File: src/rtl/mcs_params.svh
// constants of the motor contactor start/stop logic
`ifndef MCS_PARAMS_SVH
`define MCS_PARAMS_SVH

// clock rate and the slow tick used by the confirmation window
`define MCS_CLK_HZ 100000000
`define MCS_TICK_MS 1
`define MCS_TICK_CYC ((`MCS_CLK_HZ / 1000) * `MCS_TICK_MS)
`define MCS_DIV_W 17

// contactor indices inside the two-bit vectors
`define MCS_CON_A 0
`define MCS_CON_B 1

// switch input layout
`define MCS_NUM_PROG 10
`define MCS_FUNC_W 3
`define MCS_NUM_FUNC 6
`define MCS_PIN_W 16

// factory defaults of the configuration copy
`define MCS_WIN_W 8
`define MCS_WIN_RST 8'h64
`define MCS_ISO_EN_RST 1'b0
`define MCS_TWO_WIRE_RST 1'b0
`define MCS_STARTER_RST 4'h0

`endif

File: src/rtl/mcs_pkg.sv
// types of the motor contactor start/stop logic
package mcs_pkg;

  // starter arrangements the relay can drive
  typedef enum logic [3:0] {
    MCS_ST_FVNR,
    MCS_ST_REV,
    MCS_ST_2SPD,
    MCS_ST_WYE_OPEN,
    MCS_ST_INV,
    MCS_ST_SLIP,
    MCS_ST_AUTOXF,
    MCS_ST_PARTW,
    MCS_ST_WYE_CLOSED
  } mcs_starter_t;

  // functions a programmable switch input may take
  typedef enum logic [2:0] {
    MCS_FN_NONE,
    MCS_FN_SETPT_ACCESS,
    MCS_FN_LOCKOUT_RST,
    MCS_FN_PLANT_ILK,
    MCS_FN_AUTO_START,
    MCS_FN_REMOTE_PERM,
    MCS_FN_TEST
  } mcs_func_t;

endpackage : mcs_pkg

File: src/rtl/mcs_sw_if.sv
// synchronised switch levels passed from the input stage to the control logic
`timescale 1ns/1ns
`default_nettype none
interface mcs_sw_if;
  logic stop;
  logic [1:0] start;
  logic iso;
  logic [1:0] stat;
  logic [9:0] prog;
  modport src (output stop, output start, output iso, output stat, output prog);
  modport snk (input stop, input start, input iso, input stat, input prog);
endinterface : mcs_sw_if
`default_nettype wire

File: src/rtl/mcs_contactor_ctrl.sv
// motor contactor start/stop control with contactor status supervision
//
// Function
// - stop input off opens both contactor relays.
// - all starts ignored while stop input is off.
// - energized start input closes its relay when start is allowed.
// - any trip opens both contactor relays.
// - primary start works for every starter type.
// - secondary start only for reversing and two-speed starters.
// - starts are pulses, or held levels in two-wire mode.
// - serial link may also issue primary and secondary starts.
// - enabled isolator check trips while isolator reads open.
// - isolator trip clears by itself once isolator closes.
// - isolator check is configurable and off by default.
// - two contactor status inputs, one per contactor.
// - no status change after start reports open control circuit.
// - no status change after stop reports welded contactor.
// - each discrepancy raises an alarm and is readable.
// - outside energizing seals in the relay, external start flag.
// - outside de-energizing drops the relay, external stop flag.
// - switch reads closed when its terminal carries voltage.
// - ten programmable switches, each mapped to one function.
// - running only while a relay is closed and status agrees.
`timescale 1ns/1ns
`default_nettype none
module mcs_contactor_ctrl
  import mcs_pkg::*;
#(
  parameter int MS_CYC = 100000
)
(
  input wire logic core_clk,
  input wire logic rst_n,
  input wire logic stop_pin,
  input wire logic start_a_pin,
  input wire logic start_b_pin,
  input wire logic iso_pin,
  input wire logic stat_a_pin,
  input wire logic stat_b_pin,
  input wire logic [9:0] prog_pin,
  input wire logic ser_start_a,
  input wire logic ser_start_b,
  input wire logic ext_trip,
  input wire logic cfg_wr,
  input wire logic cfg_two_wire,
  input wire logic cfg_iso_en,
  input wire mcs_starter_t cfg_starter,
  input wire logic [7:0] cfg_window,
  input wire logic [29:0] cfg_prog_func,
  output logic relay_a,
  output logic relay_b,
  output logic iso_trip,
  output logic [1:0] open_ctrl,
  output logic [1:0] welded,
  output logic [1:0] ext_start_msg,
  output logic [1:0] ext_stop_msg,
  output logic alarm,
  output logic running,
  output logic stopped,
  output logic [9:0] sw_closed,
  output logic [5:0] sw_func
);
`include "mcs_params.svh"

  localparam logic [`MCS_DIV_W-1:0] DIV_LAST = `MCS_DIV_W'(MS_CYC - 1);

  // the tick divider must fit its counter
  if (MS_CYC < 1 || MS_CYC > (1 << `MCS_DIV_W))
    $error("MS_CYC out of range for the tick divider");

  typedef struct packed {
    logic [1:0] relay;
    logic [1:0][`MCS_WIN_W-1:0] tmr;
    logic [1:0] open_ctrl;
    logic [1:0] welded;
    logic [1:0] ext_start;
    logic [1:0] ext_stop;
    logic [1:0] start_prev;
    logic [1:0] stat_prev;
    logic iso_trip;
    logic running;
    logic stopped;
    logic alarm;
    logic [9:0] sw_closed;
    logic [5:0] func;
    logic two_wire;
    logic iso_en;
    mcs_starter_t starter;
    logic [`MCS_WIN_W-1:0] window;
    logic [`MCS_DIV_W-1:0] div;
    logic tick;
  } mcs_state_t;

  mcs_state_t s;
  mcs_state_t next_s;
  mcs_sw_if sw ();

  logic b_ok;
  logic trip_any;
  logic [1:0] ser_start;
  logic [1:0] cmd_chg;
  logic [1:0] chk;

  //////////////////////////////////////////////////////////////////////////////
  // maps each closed programmable switch onto its function line
  function automatic logic [5:0] func_of(input logic [29:0] cfg, input logic [9:0] closed);
    logic [5:0] f;
    mcs_func_t sel;
    f = '0;
    for (int i = 0; i < `MCS_NUM_PROG; i++)
    begin
      sel = mcs_func_t'(cfg[i*`MCS_FUNC_W +: `MCS_FUNC_W]);
      if (closed[i] && sel != MCS_FN_NONE && sel <= MCS_FN_TEST)
        f[3'(sel) - 3'h1] = 1'b1;
    end
    return f;
  endfunction : func_of

  // a zero window still waits one tick so the check never fires at once
  function automatic logic [7:0] win_load(input logic [7:0] w);
    return (w == 8'h00) ? 8'h01 : w;
  endfunction : win_load

  //////////////////////////////////////////////////////////////////////////////
  // pin synchroniser
  mcs_sync u_sync (
    .core_clk (core_clk),
    .rst_n (rst_n),
    .stop_pin (stop_pin),
    .start_pin ({start_b_pin, start_a_pin}),
    .iso_pin (iso_pin),
    .stat_pin ({stat_b_pin, stat_a_pin}),
    .prog_pin (prog_pin),
    .sw (sw.src)
  );

  // secondary contactor exists only for reversing and two-speed starters
  assign b_ok = (s.starter == MCS_ST_REV) || (s.starter == MCS_ST_2SPD);
  assign trip_any = ext_trip || s.iso_trip;
  assign ser_start = {ser_start_b, ser_start_a};

  //////////////////////////////////////////////////////////////////////////////
  // next state: configuration, tick, relays, supervision and indicators
  always_comb
  begin
    next_s = s;
    cmd_chg = '0;
    chk = '0;

    // configuration copy, loaded by strobe, factory values at reset
    if (cfg_wr)
    begin
      next_s.two_wire = cfg_two_wire;
      next_s.iso_en = cfg_iso_en;
      next_s.starter = cfg_starter;
      next_s.window = cfg_window;
    end

    // millisecond enable pulse
    next_s.tick = (s.div == DIV_LAST);
    next_s.div = (s.div == DIV_LAST) ? '0 : s.div + `MCS_DIV_W'(1);

    // isolator trip follows the isolator while the check is enabled
    next_s.iso_trip = s.iso_en && !sw.iso;

    for (int i = 0; i < 2; i++)
    begin
      logic allowed;
      logic edge_on;
      logic req_on;
      logic req_off;
      logic kill;
      logic ext_on;
      logic ext_off;
      allowed = (i == `MCS_CON_A) || b_ok;
      edge_on = sw.start[i] && !s.start_prev[i];
      req_on = edge_on || ser_start[i];
      req_off = s.two_wire && s.start_prev[i] && !sw.start[i];
      kill = !sw.stop || trip_any || !allowed;
      ext_on = (s.tmr[i] == '0) && sw.stat[i] && !s.stat_prev[i] && !s.relay[i];
      ext_off = (s.tmr[i] == '0) && !sw.stat[i] && s.stat_prev[i] && s.relay[i];

      next_s.start_prev[i] = sw.start[i];
      next_s.stat_prev[i] = sw.stat[i];

      // relay decision, stop and trip first, then starts, then outside events
      if (kill)
      begin
        next_s.relay[i] = 1'b0;
        cmd_chg[i] = s.relay[i];
      end
      else if (req_on)
      begin
        next_s.relay[i] = 1'b1;
        cmd_chg[i] = !s.relay[i];
      end
      else if (req_off)
      begin
        next_s.relay[i] = 1'b0;
        cmd_chg[i] = s.relay[i];
      end
      else if (ext_on)
      begin
        next_s.relay[i] = 1'b1;
        next_s.ext_start[i] = 1'b1;
        next_s.ext_stop[i] = 1'b0;
      end
      else if (ext_off)
      begin
        next_s.relay[i] = 1'b0;
        next_s.ext_stop[i] = 1'b1;
        next_s.ext_start[i] = 1'b0;
      end

      // a new command restarts the window and clears old messages
      chk[i] = s.tick && (s.tmr[i] == 8'h01) && !cmd_chg[i];
      if (cmd_chg[i])
      begin
        next_s.tmr[i] = win_load(s.window);
        next_s.open_ctrl[i] = 1'b0;
        next_s.welded[i] = 1'b0;
        next_s.ext_start[i] = 1'b0;
        next_s.ext_stop[i] = 1'b0;
      end
      else if (s.tick && s.tmr[i] != '0)
        next_s.tmr[i] = s.tmr[i] - 8'h01;

      // window over: status must now match the command
      if (chk[i] && (sw.stat[i] != s.relay[i]))
      begin
        if (s.relay[i])
          next_s.open_ctrl[i] = 1'b1;
        else
          next_s.welded[i] = 1'b1;
      end
    end

    // indicators and switch functions
    next_s.alarm = |(next_s.open_ctrl | next_s.welded);
    next_s.running = |(s.relay & sw.stat);
    next_s.stopped = (next_s.relay == 2'b00);
    next_s.sw_closed = sw.prog;
    next_s.func = func_of(cfg_prog_func, sw.prog);
  end

  //////////////////////////////////////////////////////////////////////////////
  // state register with factory defaults
  always_ff @(posedge core_clk or negedge rst_n)
  begin
    if (!rst_n)
    begin
      s <= '0;
      s.stopped <= 1'b1;
      s.two_wire <= `MCS_TWO_WIRE_RST;
      s.iso_en <= `MCS_ISO_EN_RST;
      s.starter <= mcs_starter_t'(`MCS_STARTER_RST);
      s.window <= `MCS_WIN_RST;
    end
    else
      s <= next_s;
  end

  //////////////////////////////////////////////////////////////////////////////
  // outputs straight from the state register
  assign relay_a = s.relay[`MCS_CON_A];
  assign relay_b = s.relay[`MCS_CON_B];
  assign iso_trip = s.iso_trip;
  assign open_ctrl = s.open_ctrl;
  assign welded = s.welded;
  assign ext_start_msg = s.ext_start;
  assign ext_stop_msg = s.ext_stop;
  assign alarm = s.alarm;
  assign running = s.running;
  assign stopped = s.stopped;
  assign sw_closed = s.sw_closed;
  assign sw_func = s.func;
endmodule : mcs_contactor_ctrl
`default_nettype wire

File: src/rtl/mcs_sync.sv
// two-stage synchroniser for all opto-isolated switch inputs
`timescale 1ns/1ns
`default_nettype none
module mcs_sync
  import mcs_pkg::*;
(
  input wire logic core_clk,
  input wire logic rst_n,
  input wire logic stop_pin,
  input wire logic [1:0] start_pin,
  input wire logic iso_pin,
  input wire logic [1:0] stat_pin,
  input wire logic [9:0] prog_pin,
  mcs_sw_if.src sw
);
`include "mcs_params.svh"

  typedef struct packed {
    logic [`MCS_PIN_W-1:0] s1;
    logic [`MCS_PIN_W-1:0] s2;
  } mcs_sync_state_t;

  mcs_sync_state_t s;
  mcs_sync_state_t next_s;

  //////////////////////////////////////////////////////////////////////////////
  // first stage only feeds the second; a high pin means voltage present
  always_comb
  begin
    next_s.s1 = {prog_pin, stat_pin, iso_pin, start_pin, stop_pin};
    next_s.s2 = s.s1;
  end

  always_ff @(posedge core_clk or negedge rst_n)
  begin
    if (!rst_n)
      s <= '0;
    else
      s <= next_s;
  end

  //////////////////////////////////////////////////////////////////////////////
  // closed-switch levels seen by the control logic
  assign sw.stop = s.s2[0];
  assign sw.start = s.s2[2:1];
  assign sw.iso = s.s2[3];
  assign sw.stat = s.s2[5:4];
  assign sw.prog = s.s2[15:6];

endmodule : mcs_sync
`default_nettype wire

File: config.mk
export PLATFORM = sky130hd
export DESIGN_NAME = mcs_contactor_ctrl
export DESIGN_NICKNAME = d
export VERILOG_FILES = /design/src/rtl/mcs_pkg.sv /design/src/rtl/mcs_sw_if.sv /design/src/rtl/mcs_contactor_ctrl.sv /design/src/rtl/mcs_sync.sv
export VERILOG_INCLUDE_DIRS = /design/src /design/src/rtl
export SDC_FILE = /design/constraint.sdc
export NUM_CORES = 1
export LEC_CHECK = 0
export BUFFER_PORTS_ARGS = -buffer_cell sky130_fd_sc_hd__buf_2
export CAP_MARGIN = 20
export CORE_AREA = 2 2 90 136
export DETAILED_ROUTE_END_ITERATION = 12
export DIE_AREA = 0 0 92 138
export GPL_ROUTABILITY_DRIVEN = 0
export PLACE_DENSITY = 0.7
export SETUP_SLACK_MARGIN = 0.5
export SLEW_MARGIN = 10
export SYNTH_ARGS = -nofsm -noshare
export SYNTH_HDL_FRONTEND = slang
export SYNTH_SLANG_ARGS = --single-unit
File: constraint.sdc
create_clock -name core_clk -period 2.8 [get_ports core_clk]
set_clock_uncertainty 0.1 [all_clocks]
set_input_delay 0.42 -clock core_clk [delete_from_list [all_inputs] [get_ports core_clk]]
set_output_delay 0.42 -clock core_clk [all_outputs]
set_load 0.005 [all_outputs]
=== Yosys cells after proc, flatten, opt, wreduce, memory -nomap -nowiden ===
Index checks and enable logic that the tools add are counted.

* Register bits: 114
* Input port bits: 66
* Output and inout port bits: 30
* Logic and storage cells: 282

* Add/subtract/negate cells: 13
* Order comparisons: 30
* Eq/ne operators: 13
* Multiplexer cells: 88
* Bitwise gates (word level): 11
* Reduce and logical (&&, ||, !) cells: 102

{| class="wikitable"
|+ Operators by type and width
! operator !! number
|-
| two-way mux 1 bit || 62
|-
| two-way mux 6 bit || 10
|-
| logical AND 1 bit || 57
|-
| bitwise OR 6 bit || 9
|-
| < comparator 3 x 4 -> 1 bit (second input constant) || 10
|-
| two-way mux 8 bit || 5
|-
| nonzero test 3 bit || 12
|-
| demux 1 bit (select 3 bit) || 10
|-
| >= comparator 3 x 1 -> 1 bit (second input constant) || 10
|-
| less-or-equal comparator 3 bit (second input constant) || 10
|-
| subtractor 3 x 1 -> 3 bit (second input constant) || 10
|-
| zero test 8 bit || 3
|-
| adder 17 x 1 -> 17 bit (second input constant) || 1
|-
| equality test 17 bit (second input constant) || 1
|-
| two-way mux 17 bit || 1
|-
| equality test 8 x 1 -> 1 bit (second input constant) || 2
|-
| nonzero test 8 bit || 2
|-
| subtractor 8 x 1 -> 8 bit (second input constant) || 2
|-
| zero test 1 bit || 15
|-
| inequality test 2 bit (second input constant) || 6
|-
| AND reduction 4 bit || 2
|-
| logical OR 1 bit || 6
|-
| equality test 4 x 1 -> 1 bit (second input constant) || 1
|-
| equality test 4 x 2 -> 1 bit (second input constant) || 1
|-
| other kinds (6) || 9
|}

=== Depth between registers and ports, before layout ===
Gate-level depths: netlist of run 1.

* Depth after elaboration: 24
* Mapped depth: 7
* Gate-level depth less buffers: 7

=== Cells and area by module ===
A second synthesis of run 1 with hierarchy kept.

* Cells, all modules: 560
* Area total of the unflattened synthesis: 5850.6 µm²

{| class="wikitable"
|+ By module, submodules not included
! module !! instances !! cells each !! area each (µm²) !! seq. area each (µm²)
|-
| mcs_contactor_ctrl || 1 || 528 || 5049.8 || 2057.0
|-
| mcs_sync || 1 || 32 || 800.8 || 800.8
|}

=== Least setup slack after synthesis of run 1 ===
Ideal clock, no wire load.

* Path type: register to register
* Start point: register s[64] (netlist bit)
* End point: register s[65] (netlist bit)
* Setup time: 125 ps
* Data arrival time: 1745 ps
* Data required time: 2575 ps
* Slack: 830 ps
* Stages on the path, launching flop included: 7
* Path buffers: 0
* Period minus slack after synthesis: 1970 ps
* Path through: dfrtp_1 -> inv_1 -> ha_1 -> or3b_2 -> o21ai_2 -> o21ai_0 -> mux2_2

* Word-level cells in the longest chain between the ends: 3
* Elaborated cells between the ends (all ways): 6
* Those cells by class: add/sub (1); mux (2); reduce/logical (3)

{| class="wikitable"
|+ RTL lines
! what !! RTL line !! source
|-
| start, declared || mcs_contactor_ctrl.sv:94 || <nowiki>mcs_state_t s;</nowiki>
|-
| start signal, assigned || mcs_contactor_ctrl.sv:260 || <nowiki>s <= next_s;</nowiki>
|-
| subtractor 8 x 1 -> 8 bit / nonzero test 8 bit (equally long branches) || mcs_contactor_ctrl.sv:226, mcs_contactor_ctrl.sv:225 ||
|-
| two-way mux 8 bit / logical AND 1 bit (equally long branches) || mcs_contactor_ctrl.sv:225 || <nowiki>else if (s.tick && s.tmr[i] != '0)</nowiki>
|-
| two-way mux 8 bit / nonzero test 2 bit (equally long branches) || n/a ||
|}

Parallel ways exist; a longest one is shown, timed or not. The select of a mux whose other input is x is not followed.
A chain may end at the register's enable or synchronous reset.

=== Worst setup path after layout of run 1 ===
* Start point: register s[64] (netlist bit)
* End point: register s (netlist bit ext_stop_msg[0])

* Word-level cells in the longest chain between the ends: 9
* Elaborated cells between the ends (all ways): 14
* Those cells by class: mux (5); reduce/logical (9)

{| class="wikitable"
|+ RTL lines
! what !! RTL line !! source
|-
| zero test 8 bit * || mcs_contactor_ctrl.sv:180, mcs_contactor_ctrl.sv:181 ||
|-
| logical AND 1 bit (3 in a row) || mcs_contactor_ctrl.sv:180 || <nowiki>ext_on = (s.tmr[i] == '0) && sw.stat[i] && !s.stat_prev[i] && !s.relay[i];</nowiki>
|-
| two-way mux 1 bit || mcs_contactor_ctrl.sv:202 || <nowiki>else if (ext_on)</nowiki>
|-
| two-way mux 1 bit || mcs_contactor_ctrl.sv:197 || <nowiki>else if (req_off)</nowiki>
|-
| two-way mux 1 bit || mcs_contactor_ctrl.sv:192 || <nowiki>else if (req_on)</nowiki>
|-
| two-way mux 1 bit || mcs_contactor_ctrl.sv:187 || <nowiki>if (kill)</nowiki>
|-
| two-way mux 1 bit || mcs_contactor_ctrl.sv:217 || <nowiki>if (cmd_chg[i])</nowiki>
|}

Mark *: on every way between the ends. The rest lies on a longest branch, timed or not. The select of a mux whose other input is x is not followed.

==> impl_metrics.csv, run 1 <==
group,metric,value,unit
status,status,"finished clean",
clocking,cts_buffers,17,
sta,rsz0062_at_grt,"true",
worst_setup_path,crit_path_start,"s[64]",
grt,overflow,0,
layout,fillers,1005,
clocking,post_cts_buffers,0,
power,power_switching,1290,uW
detailed_routing,drtIter0Drc,260,
sta,fmax,0.454,GHz
logic_synthesis,synth_edf_count,0,
worst_setup_path,r2r-start,"s[64]",
logic_synthesis,yosysWarnings,0,
layout,syn_to_final_growth,19.0,%
logic_synthesis,ys_ff_latch,114,
grt,grt_max_degree,55,
sta,hold_viol_final,0,
clocking,insertion_delay,0.40,ns
power,combPwrFrac,14.4,%
worst_setup_path,crit_path_max_fanout,6,
detailed_routing,viasPerCell,5.54,
clocking,htreeDepth,4,
detailed_routing,wl,13600,microns
logic_synthesis,syn_area,0.00587,sq mm
placement,pre_cts_ws,0.544,ns
sta,timing.final.crit_period,2.20,ns
logic_synthesis,synth_xor_area_share,5.07,%
detailed_routing,vias,4523,
floorplan,die_h,138,microns
logic_synthesis,synth_top_family_by_area,"simple AND/OR/NAND/NOR gates",
logic_synthesis,synthesis.instances,566,
grt,antenna_found_initial,0,
worst_setup_path,worstPathArrival,2.42,ns
layout,ff_latch_area,0.00286,sq mm
worst_setup_path,end_kind,"register",
power,peakVddDrop,0.489,mV
logic_synthesis,yosys-mux-area-fraction,3.22,%
clocking,cts-root-buf,"clkbuf_16",
worst_setup_path,r2r_setup_slack,0.60,ns
sta,setup_viol,0,
detailed_routing,post_drt_wl_per_cell,16.6,microns
floorplan,die_area,0.0127,sq mm
detailed_routing,dr.pass1.iters,4,
sta,period_share,78.7,%
logic_synthesis,synth_ff_type,"dfrtp_1",
sta,whs,0.0147,ns
floorplan,die_x,92,microns
clocking,cts.clk_slew.worst_paths,0.06,ns
clocking,cts.sinks,114,
sta,slew_violations,0,
placement,hpwl,9960,microns
layout,layout-drive-gt1-share,24.5,%
worst_setup_path,r2r.worst_path.cells,7,
grt,grt_pass1_wl,22300,microns
grt,grt_usage,22.2,%
floorplan,row_count,49,
logic_synthesis,synth_nets,671,
power,p_int,3600,uW
logic_synthesis,async_flop_share,100,%
layout,multi_input_area,0.00265,sq mm
floorplan,initial_core_util,50.4,%
detailed_routing,drtAntennaViolNets,0,
power,leakage,0.00324,uW
power,p_clk_share,45.0,%
power,seq_power_share,40.6,%
worst_setup_path,r2r_end,"ext_stop_msg[0]",
floorplan,pin_count,96,
worst_setup_path,crit_type,"reg -> reg",
layout,diodes,0,
sta,fin_ws,0.596,ns
detailed_routing,drc,0,
logic_synthesis,synth_seq_area_share,48.6,%
clocking,cts_tree,"built",
sta,tightest_slew,0.627,ns
power,cellPowerDensity,700,mW/mm^2
logic_synthesis,synth_area_per_cell,10.4,sq um
hold_path,hold_class,"in -> reg",
worst_setup_path,critPathLaunchType,"register",
grt,grt_pass1_vias,4762,
clocking,cts_max_path_buffers,2,
layout,fin_nets,756,
logic_synthesis,yosys.area_share.adder,8.31,%
flow_run,drv_cap,0,
logic_synthesis,synth_compound_area_share,8.54,%
power,p_sw_share,26.4,%
placement,io_buffers,95,
worst_setup_path,worstSetupEndpoint,"ext_stop_msg[0]",
sta,setup_tns,0,ns
logic_synthesis,synthSimpleGateAreaFrac,19.9,%
sta,maxSlewHeadroom,58.0,%
logic_synthesis,synthDistinctLibCells,61,
worst_setup_path,cp.required,3.02,ns
floorplan,fp.coreArea,0.0116,sq mm
-- power by group through the flow --
stage               registers [uW]  clock network, uW  logic [uW]
finish                        1990               2200         703
floorplan                     1970                  0         512
global route                  2010               2320         799
global placement              2010                  0         666
CTS                           1990               2240         703
detailed placement            2010                  0         692
-- final cells by class --
| type | count | area share (%) |
|---|---|---|
| Sequential cell | 114 | 40.9 |
| Multi-Input combinational cell | 378 | 38.0 |
| Timing Repair Buffer | 100 | 7.59 |
| Clock buffer | 22 | 6.78 |
| Tap cell | 153 | 2.74 |
| Inverter | 40 | 2.15 |
| Clock inverter | 10 | 1.90 |
-- worst min-delay path by stage --
stage               cells after the start              start                end  slack (ns)
finish                                  1        prog_pin[2]   u_sync.next_s[8]        0.01
floorplan                               0              rst_n              alarm        0.02
global route                            1        prog_pin[6]  u_sync.next_s[12]       0.003
global placement                        0  u_sync.next_s[12]  u_sync.sw.prog[6]        0.23
detailed placement                      0  u_sync.next_s[10]  u_sync.sw.prog[4]        0.24
CTS                                     1        prog_pin[2]   u_sync.next_s[8]      0.0008
-- worst max-delay path, cell delays in order, from the launching register on --
cell and delay, ns:
dfrtp_1 0.45, inv_1 0.12, ha_1 0.15, or3b_2 0.50
nor2_1 0.20, nand4_1 0.16, o2bb2a_1 0.31, o22ai_1 0.14
-- cell usage after synthesis (2+ instances only) --
library cell  instances  area, sq um
a211oi_1              3         22.5
a21oi_1              18         90.1
a31oi_1               9         56.3
and3_1                4         25.0
and4_1                4         35.0
buf_2                 3         15.0
buf_4                24          180
clkbuf_1              6         22.5
dfrtp_1             110         2750
dfstp_2               4          105
ha_1                 39          488
inv_1                40          150
mux2_2               15          169
mux2i_1               2         20.0
nand2_1              30          113
nand2b_1             14         87.6
nand3_1              15         75.1
nand3b_1             11         82.6
nand4_1              18          113
nor2_1               43          161
nor2b_1               4         25.0
nor3_1               30          150
nor3b_1               7         52.6
nor4_1               10         62.6
nor4b_1               2         17.5
o211a_1               2         20.0
o211ai_1              3         22.5
o21ai_0               9         45.0
o22ai_1              10         62.6
o32ai_1               4         35.0
or2_2                 6         37.5
or3_1                 4         25.0
or3b_2                2         17.5
or4_1                 2         15.0
xnor2_1              18          158
xor2_1               16          140
-- state kept, by name, summed over array words and instances (netlist names) --
name / count
u_sync.sw.prog: 10
open_ctrl: 2
u_sync.sw.start: 2
sw_func: 6
sw_closed: 10
ext_stop_msg: 2
relay_a: 1
stopped: 1
relay_b: 1
ext_start_msg: 2
s: 52
alarm: 1
running: 1
u_sync.sw.iso: 1
u_sync.sw.stat: 2
welded: 2
iso_trip: 1
u_sync.next_s: 16
u_sync.sw.stop: 1
-- cells in the final DEF, fill, tap and decap left out, types with 17 or more instances in the layout --
cell type and instances:
nand2_1 30, nand4_1 18, clkbuf_16 17, nor3_1 30
dfrtp_1 110, buf_2 94, nor2_1 43, a21oi_1 18
inv_1 40, ha_1 39, xnor2_1 18
-- per-layer routing --
metal / routed length [microns] / vias up / share of wire, % / global-route usage [%]
li1: - / 2138 / - / -
met3: 754 / 49 / 5.6 / 5.34
met4: 669 / 0 / 4.9 / 12.6
met5: 0 / - / 0 / 0
met2: 7250 / 160 / 53 / 39.9
met1: 4880 / 2176 / 36 / 23.2
-- metrics by stage --
step,total power [uW],cells,cell area (sq um),util (%)
after CTS,4930,817,6980,59.9
after floorplan,2480,566,5870,-
after detailed placement,2710,784,6360,54.6
final,4890,817,6990,60.0
after global placement,2670,784,6360,54.6
after global routing,5130,817,6990,60.0
-- cells by family after synthesis --
logic type / count (synthesis)
compound gates: 74
xor+xnor: 34
buf+inv: 74
simple gates: 214
fa+ha+maj: 39
flops: 114
mux: 17
-- what timing repair did --
action | in CTS | in global routing
endpoints found under the setup margin | 0 | 6
hold buffers | 1 | 0
endpoints found under the hold margin | 37 | 0
resized for setup | 0 | 1
(Power assumes the default switching activity.)
==> run 2: changes to the inputs <==
--- a/config.mk
+++ b/config.mk
@@ -6,13 +6,14 @@
 export SDC_FILE = /design/constraint.sdc
 export NUM_CORES = 1
 export LEC_CHECK = 0
+export ABC_AREA = 1
 export BUFFER_PORTS_ARGS = -buffer_cell sky130_fd_sc_hd__buf_2
 export CAP_MARGIN = 20
-export CORE_AREA = 2 2 90 136
+export CORE_AREA = 2 2 95 142
 export DETAILED_ROUTE_END_ITERATION = 12
-export DIE_AREA = 0 0 92 138
+export DIE_AREA = 0 0 97 144
 export GPL_ROUTABILITY_DRIVEN = 0
-export PLACE_DENSITY = 0.7
+export PLACE_DENSITY = 0.69
 export SETUP_SLACK_MARGIN = 0.5
 export SLEW_MARGIN = 10
 export SYNTH_ARGS = -nofsm -noshare
==> constraint.sdc (replaced) <==
create_clock -name core_clk -period 2.3 [get_ports core_clk]
set_clock_uncertainty 0.1 [all_clocks]
set_input_delay 0.345 -clock core_clk [delete_from_list [all_inputs] [get_ports core_clk]]
set_output_delay 0.345 -clock core_clk [all_outputs]
set_load 0.005 [all_outputs]
==> impl_metrics.csv, run 2 <==
group,metric,value,unit
logic_synthesis,synth_edf_count,0,
clocking,htreeDepth,4,
detailed_routing,post_drt_wl_per_cell,13.0,microns
sta,maxSlewHeadroom,67.6,%
clocking,cts-root-buf,"clkbuf_16",
layout,syn_to_final_growth,19.8,%
floorplan,pin_count,96,
logic_synthesis,synth_nets,898,
logic_synthesis,synth_area_per_cell,8.17,sq um
worst_setup_path,crit_path_max_fanout,7,
floorplan,row_count,51,
detailed_routing,vias,5330,
logic_synthesis,synthesis.instances,793,
grt,grt_pass1_vias,5209,
grt,antenna_found_initial,0,
detailed_routing,wl,13900,microns
layout,largest_reg_flops,52,
logic_synthesis,synth_ff_type,"dfrtp_1",
detailed_routing,dr.pass1.iters,5,
sta,period_share,72.0,%
logic_synthesis,synth.top_cell.area_share,42.5,%
layout,layout-drive-gt1-share,19.2,%
grt,grt_usage,20.6,%
layout,layout_common_cells,"nand2_1, dfrtp_1, nor2_1, inv_1, nand3_1",
sta,slew_violations,0,
detailed_routing,drtIter0Drc,226,
clocking,cts_buffers,17,
logic_synthesis,synth_area_leader_cell,"dfrtp_1",
clocking,cts_max_path_buffers,2,
detailed_routing,met2_length,7320,microns
sta,setup_viol,0,
logic_synthesis,yosysWarnings,0,
clocking,insertion_delay,0.41,ns
worst_setup_path,crit_type,"reg -> reg",
logic_synthesis,synth_seq_area_share,44.1,%
worst_setup_path,end_kind,"register",
logic_synthesis,ys_ff_latch,114,
power,leakage,0.00406,uW
detailed_routing,drt-met1-wl,5630,microns
sta,fmax,0.604,GHz
logic_synthesis,synthDistinctLibCells,36,
detailed_routing,dr.max_layer_used,"met4",
logic_synthesis,yosysMostFrequentCell,"nand2_1",
logic_synthesis,syn_area,0.00648,sq mm
logic_synthesis,ys_top_cells_by_area,"dfrtp_1, nand2_1, ha_1",
detailed_routing,dr_wl_met3,521,microns
sta,whs,0.0452,ns
status,status,"finished clean",
power,cellPowerDensity,791,mW/mm^2
sta,tightest_slew,0.481,ns
floorplan,fp.coreArea,0.0128,sq mm
clocking,cts_tree,"built",
grt,overflow,0,
grt,grt_max_degree,41,
layout,layout_commonest_cell,"nand2_1",
hold_path,hold_class,"in -> reg",
placement,hpwl,10800,microns
worst_setup_path,cp.required,2.54,ns
sta,timing.final.crit_period,1.65,ns
floorplan,initial_core_util,50.5,%
layout,diodes,0,
floorplan,die_h,144,microns
layout,fin_nets,1003,
worst_setup_path,critPathLaunchType,"register",
layout,top_register,"s",
worst_setup_path,worstPathArrival,1.89,ns
sta,rsz0062_at_grt,"false",
flow_run,drv_cap,0,
detailed_routing,drc,0,
placement,io_buffers,95,
sta,setup_tns,0,ns
logic_synthesis,async_flop_share,100,%
grt,grt_pass1_wl,23100,microns
detailed_routing,drtAntennaViolNets,0,
floorplan,die_area,0.0140,sq mm
clocking,cts.sinks,114,
clocking,cts.clk_slew.worst_paths,0.05,ns
power,peakVddDrop,0.483,mV
sta,hold_viol_final,0,
detailed_routing,viasPerCell,4.98,
logic_synthesis,synth_commonest_cells,"nand2_1, dfrtp_1, nor2_1",
floorplan,die_x,97,microns
## run 2: cell count changes after synthesis, moves of 10 or more
| cell | previous run | this run |
|---|---|---|
| nand2b_1 | 14 | 0 |
| nand2_1 | 30 | 155 |
| o21ai_0 | 9 | 23 |
| mux2_2 | 15 | 3 |
| nand3_1 | 15 | 96 |
| nor2_1 | 43 | 106 |
| nor3_1 | 30 | 7 |
| o22ai_1 | 10 | 0 |
| inv_1 | 40 | 98 |
## run 2: final timing paths
path | startpoint | to | slack [ns] | depth (start not counted)
hold / removal | cfg_starter[1] | s[27] | 0.05 | 3
max in group asynchronous | rst_n | s[68] | 1.12 | 3
setup reg to reg | relay_a | alarm | 0.65 | 7
hold reg to reg | u_sync.next_s[9] | u_sync.sw.prog[3] | 0.24 | 0
setup / recovery | relay_a | alarm | 0.65 | 7
min in group asynchronous | rst_n | sw_closed[3] | 0.32 | 2
## run 2: cells by family (layout without fill, tap and decap cells)
logic type      count (synthesis)  in the layout  synth area share, %
compound gates                 44             44                 3.86
xor+xnor                       35             35                 4.73
fa+ha+maj                      39             39                 7.53
buf+inv                       134            252                 9.42
flops                         114            114                 44.1
mux                             3              3                0.521
simple gates                  424            424                 29.8
## run 2: per-layer routing
metal	track usage [%]	vias to the layer above
li1	-	2714
met1	22.1	2458
met2	38.6	128
met3	3.53	30
met4	11.1	0
met5	0	-
## run 2: power by group
group / leakage, uW / internal [uW] / switching (uW)
Sequential: 0.00140 / 2220 / 178
Combinational: 0.00238 / 440 / 638
Clock: 0.000290 / 1730 / 926
Total: 0.00406 / 4390 / 1740
## run 2: critical path, cell delays in order, from the launching register on
cell	delay, ns
dfrtp_1	0.47
ha_1	0.33
nand3_1	0.07
nor2b_1	0.16
nand2_1	0.08
o21bai_1	0.16
o21ai_0	0.14
nand2_1	0.09
## run 2: through the flow
step | cell area, sq um | util [%] | setup WS (ns) | total power [uW] | instances
6_report | 7760 | 60.5 | 0.645 | 6140 | 1070
5_1_grt | 7760 | 60.5 | 0.514 | 6460 | 1070
4_1_cts | 7760 | 60.5 | 0.599 | 6200 | 1070
3_5_place_dp | 6980 | 54.4 | 0.433 | 3490 | 1021
3_3_place_gp | 6980 | 54.4 | 0.459 | 3470 | 1021
2_1_floorplan | 6480 | - | 0.821 | 3180 | 793
## run 2: final cells by class
cell class | instances | area [sq um]
inverters | 103 | 387
repair buffers | 117 | 698
flip-flops and latches | 114 | 2860
clock inverters | 12 | 159
clock buffers | 20 | 447
fillers | 1119 | 5070
well taps | 159 | 199
multi-input cells | 545 | 3010
## run 2: timing repair
| action | CTS | global route |
|---|---|---|
| endpoints found under the hold margin | 41 | 0 |
| endpoints found under the setup margin | 0 | 6 |
| resized for setup | 0 | 1 |
| buffers inserted | 0 | 0 |
| hold buffers | 17 | 0 |
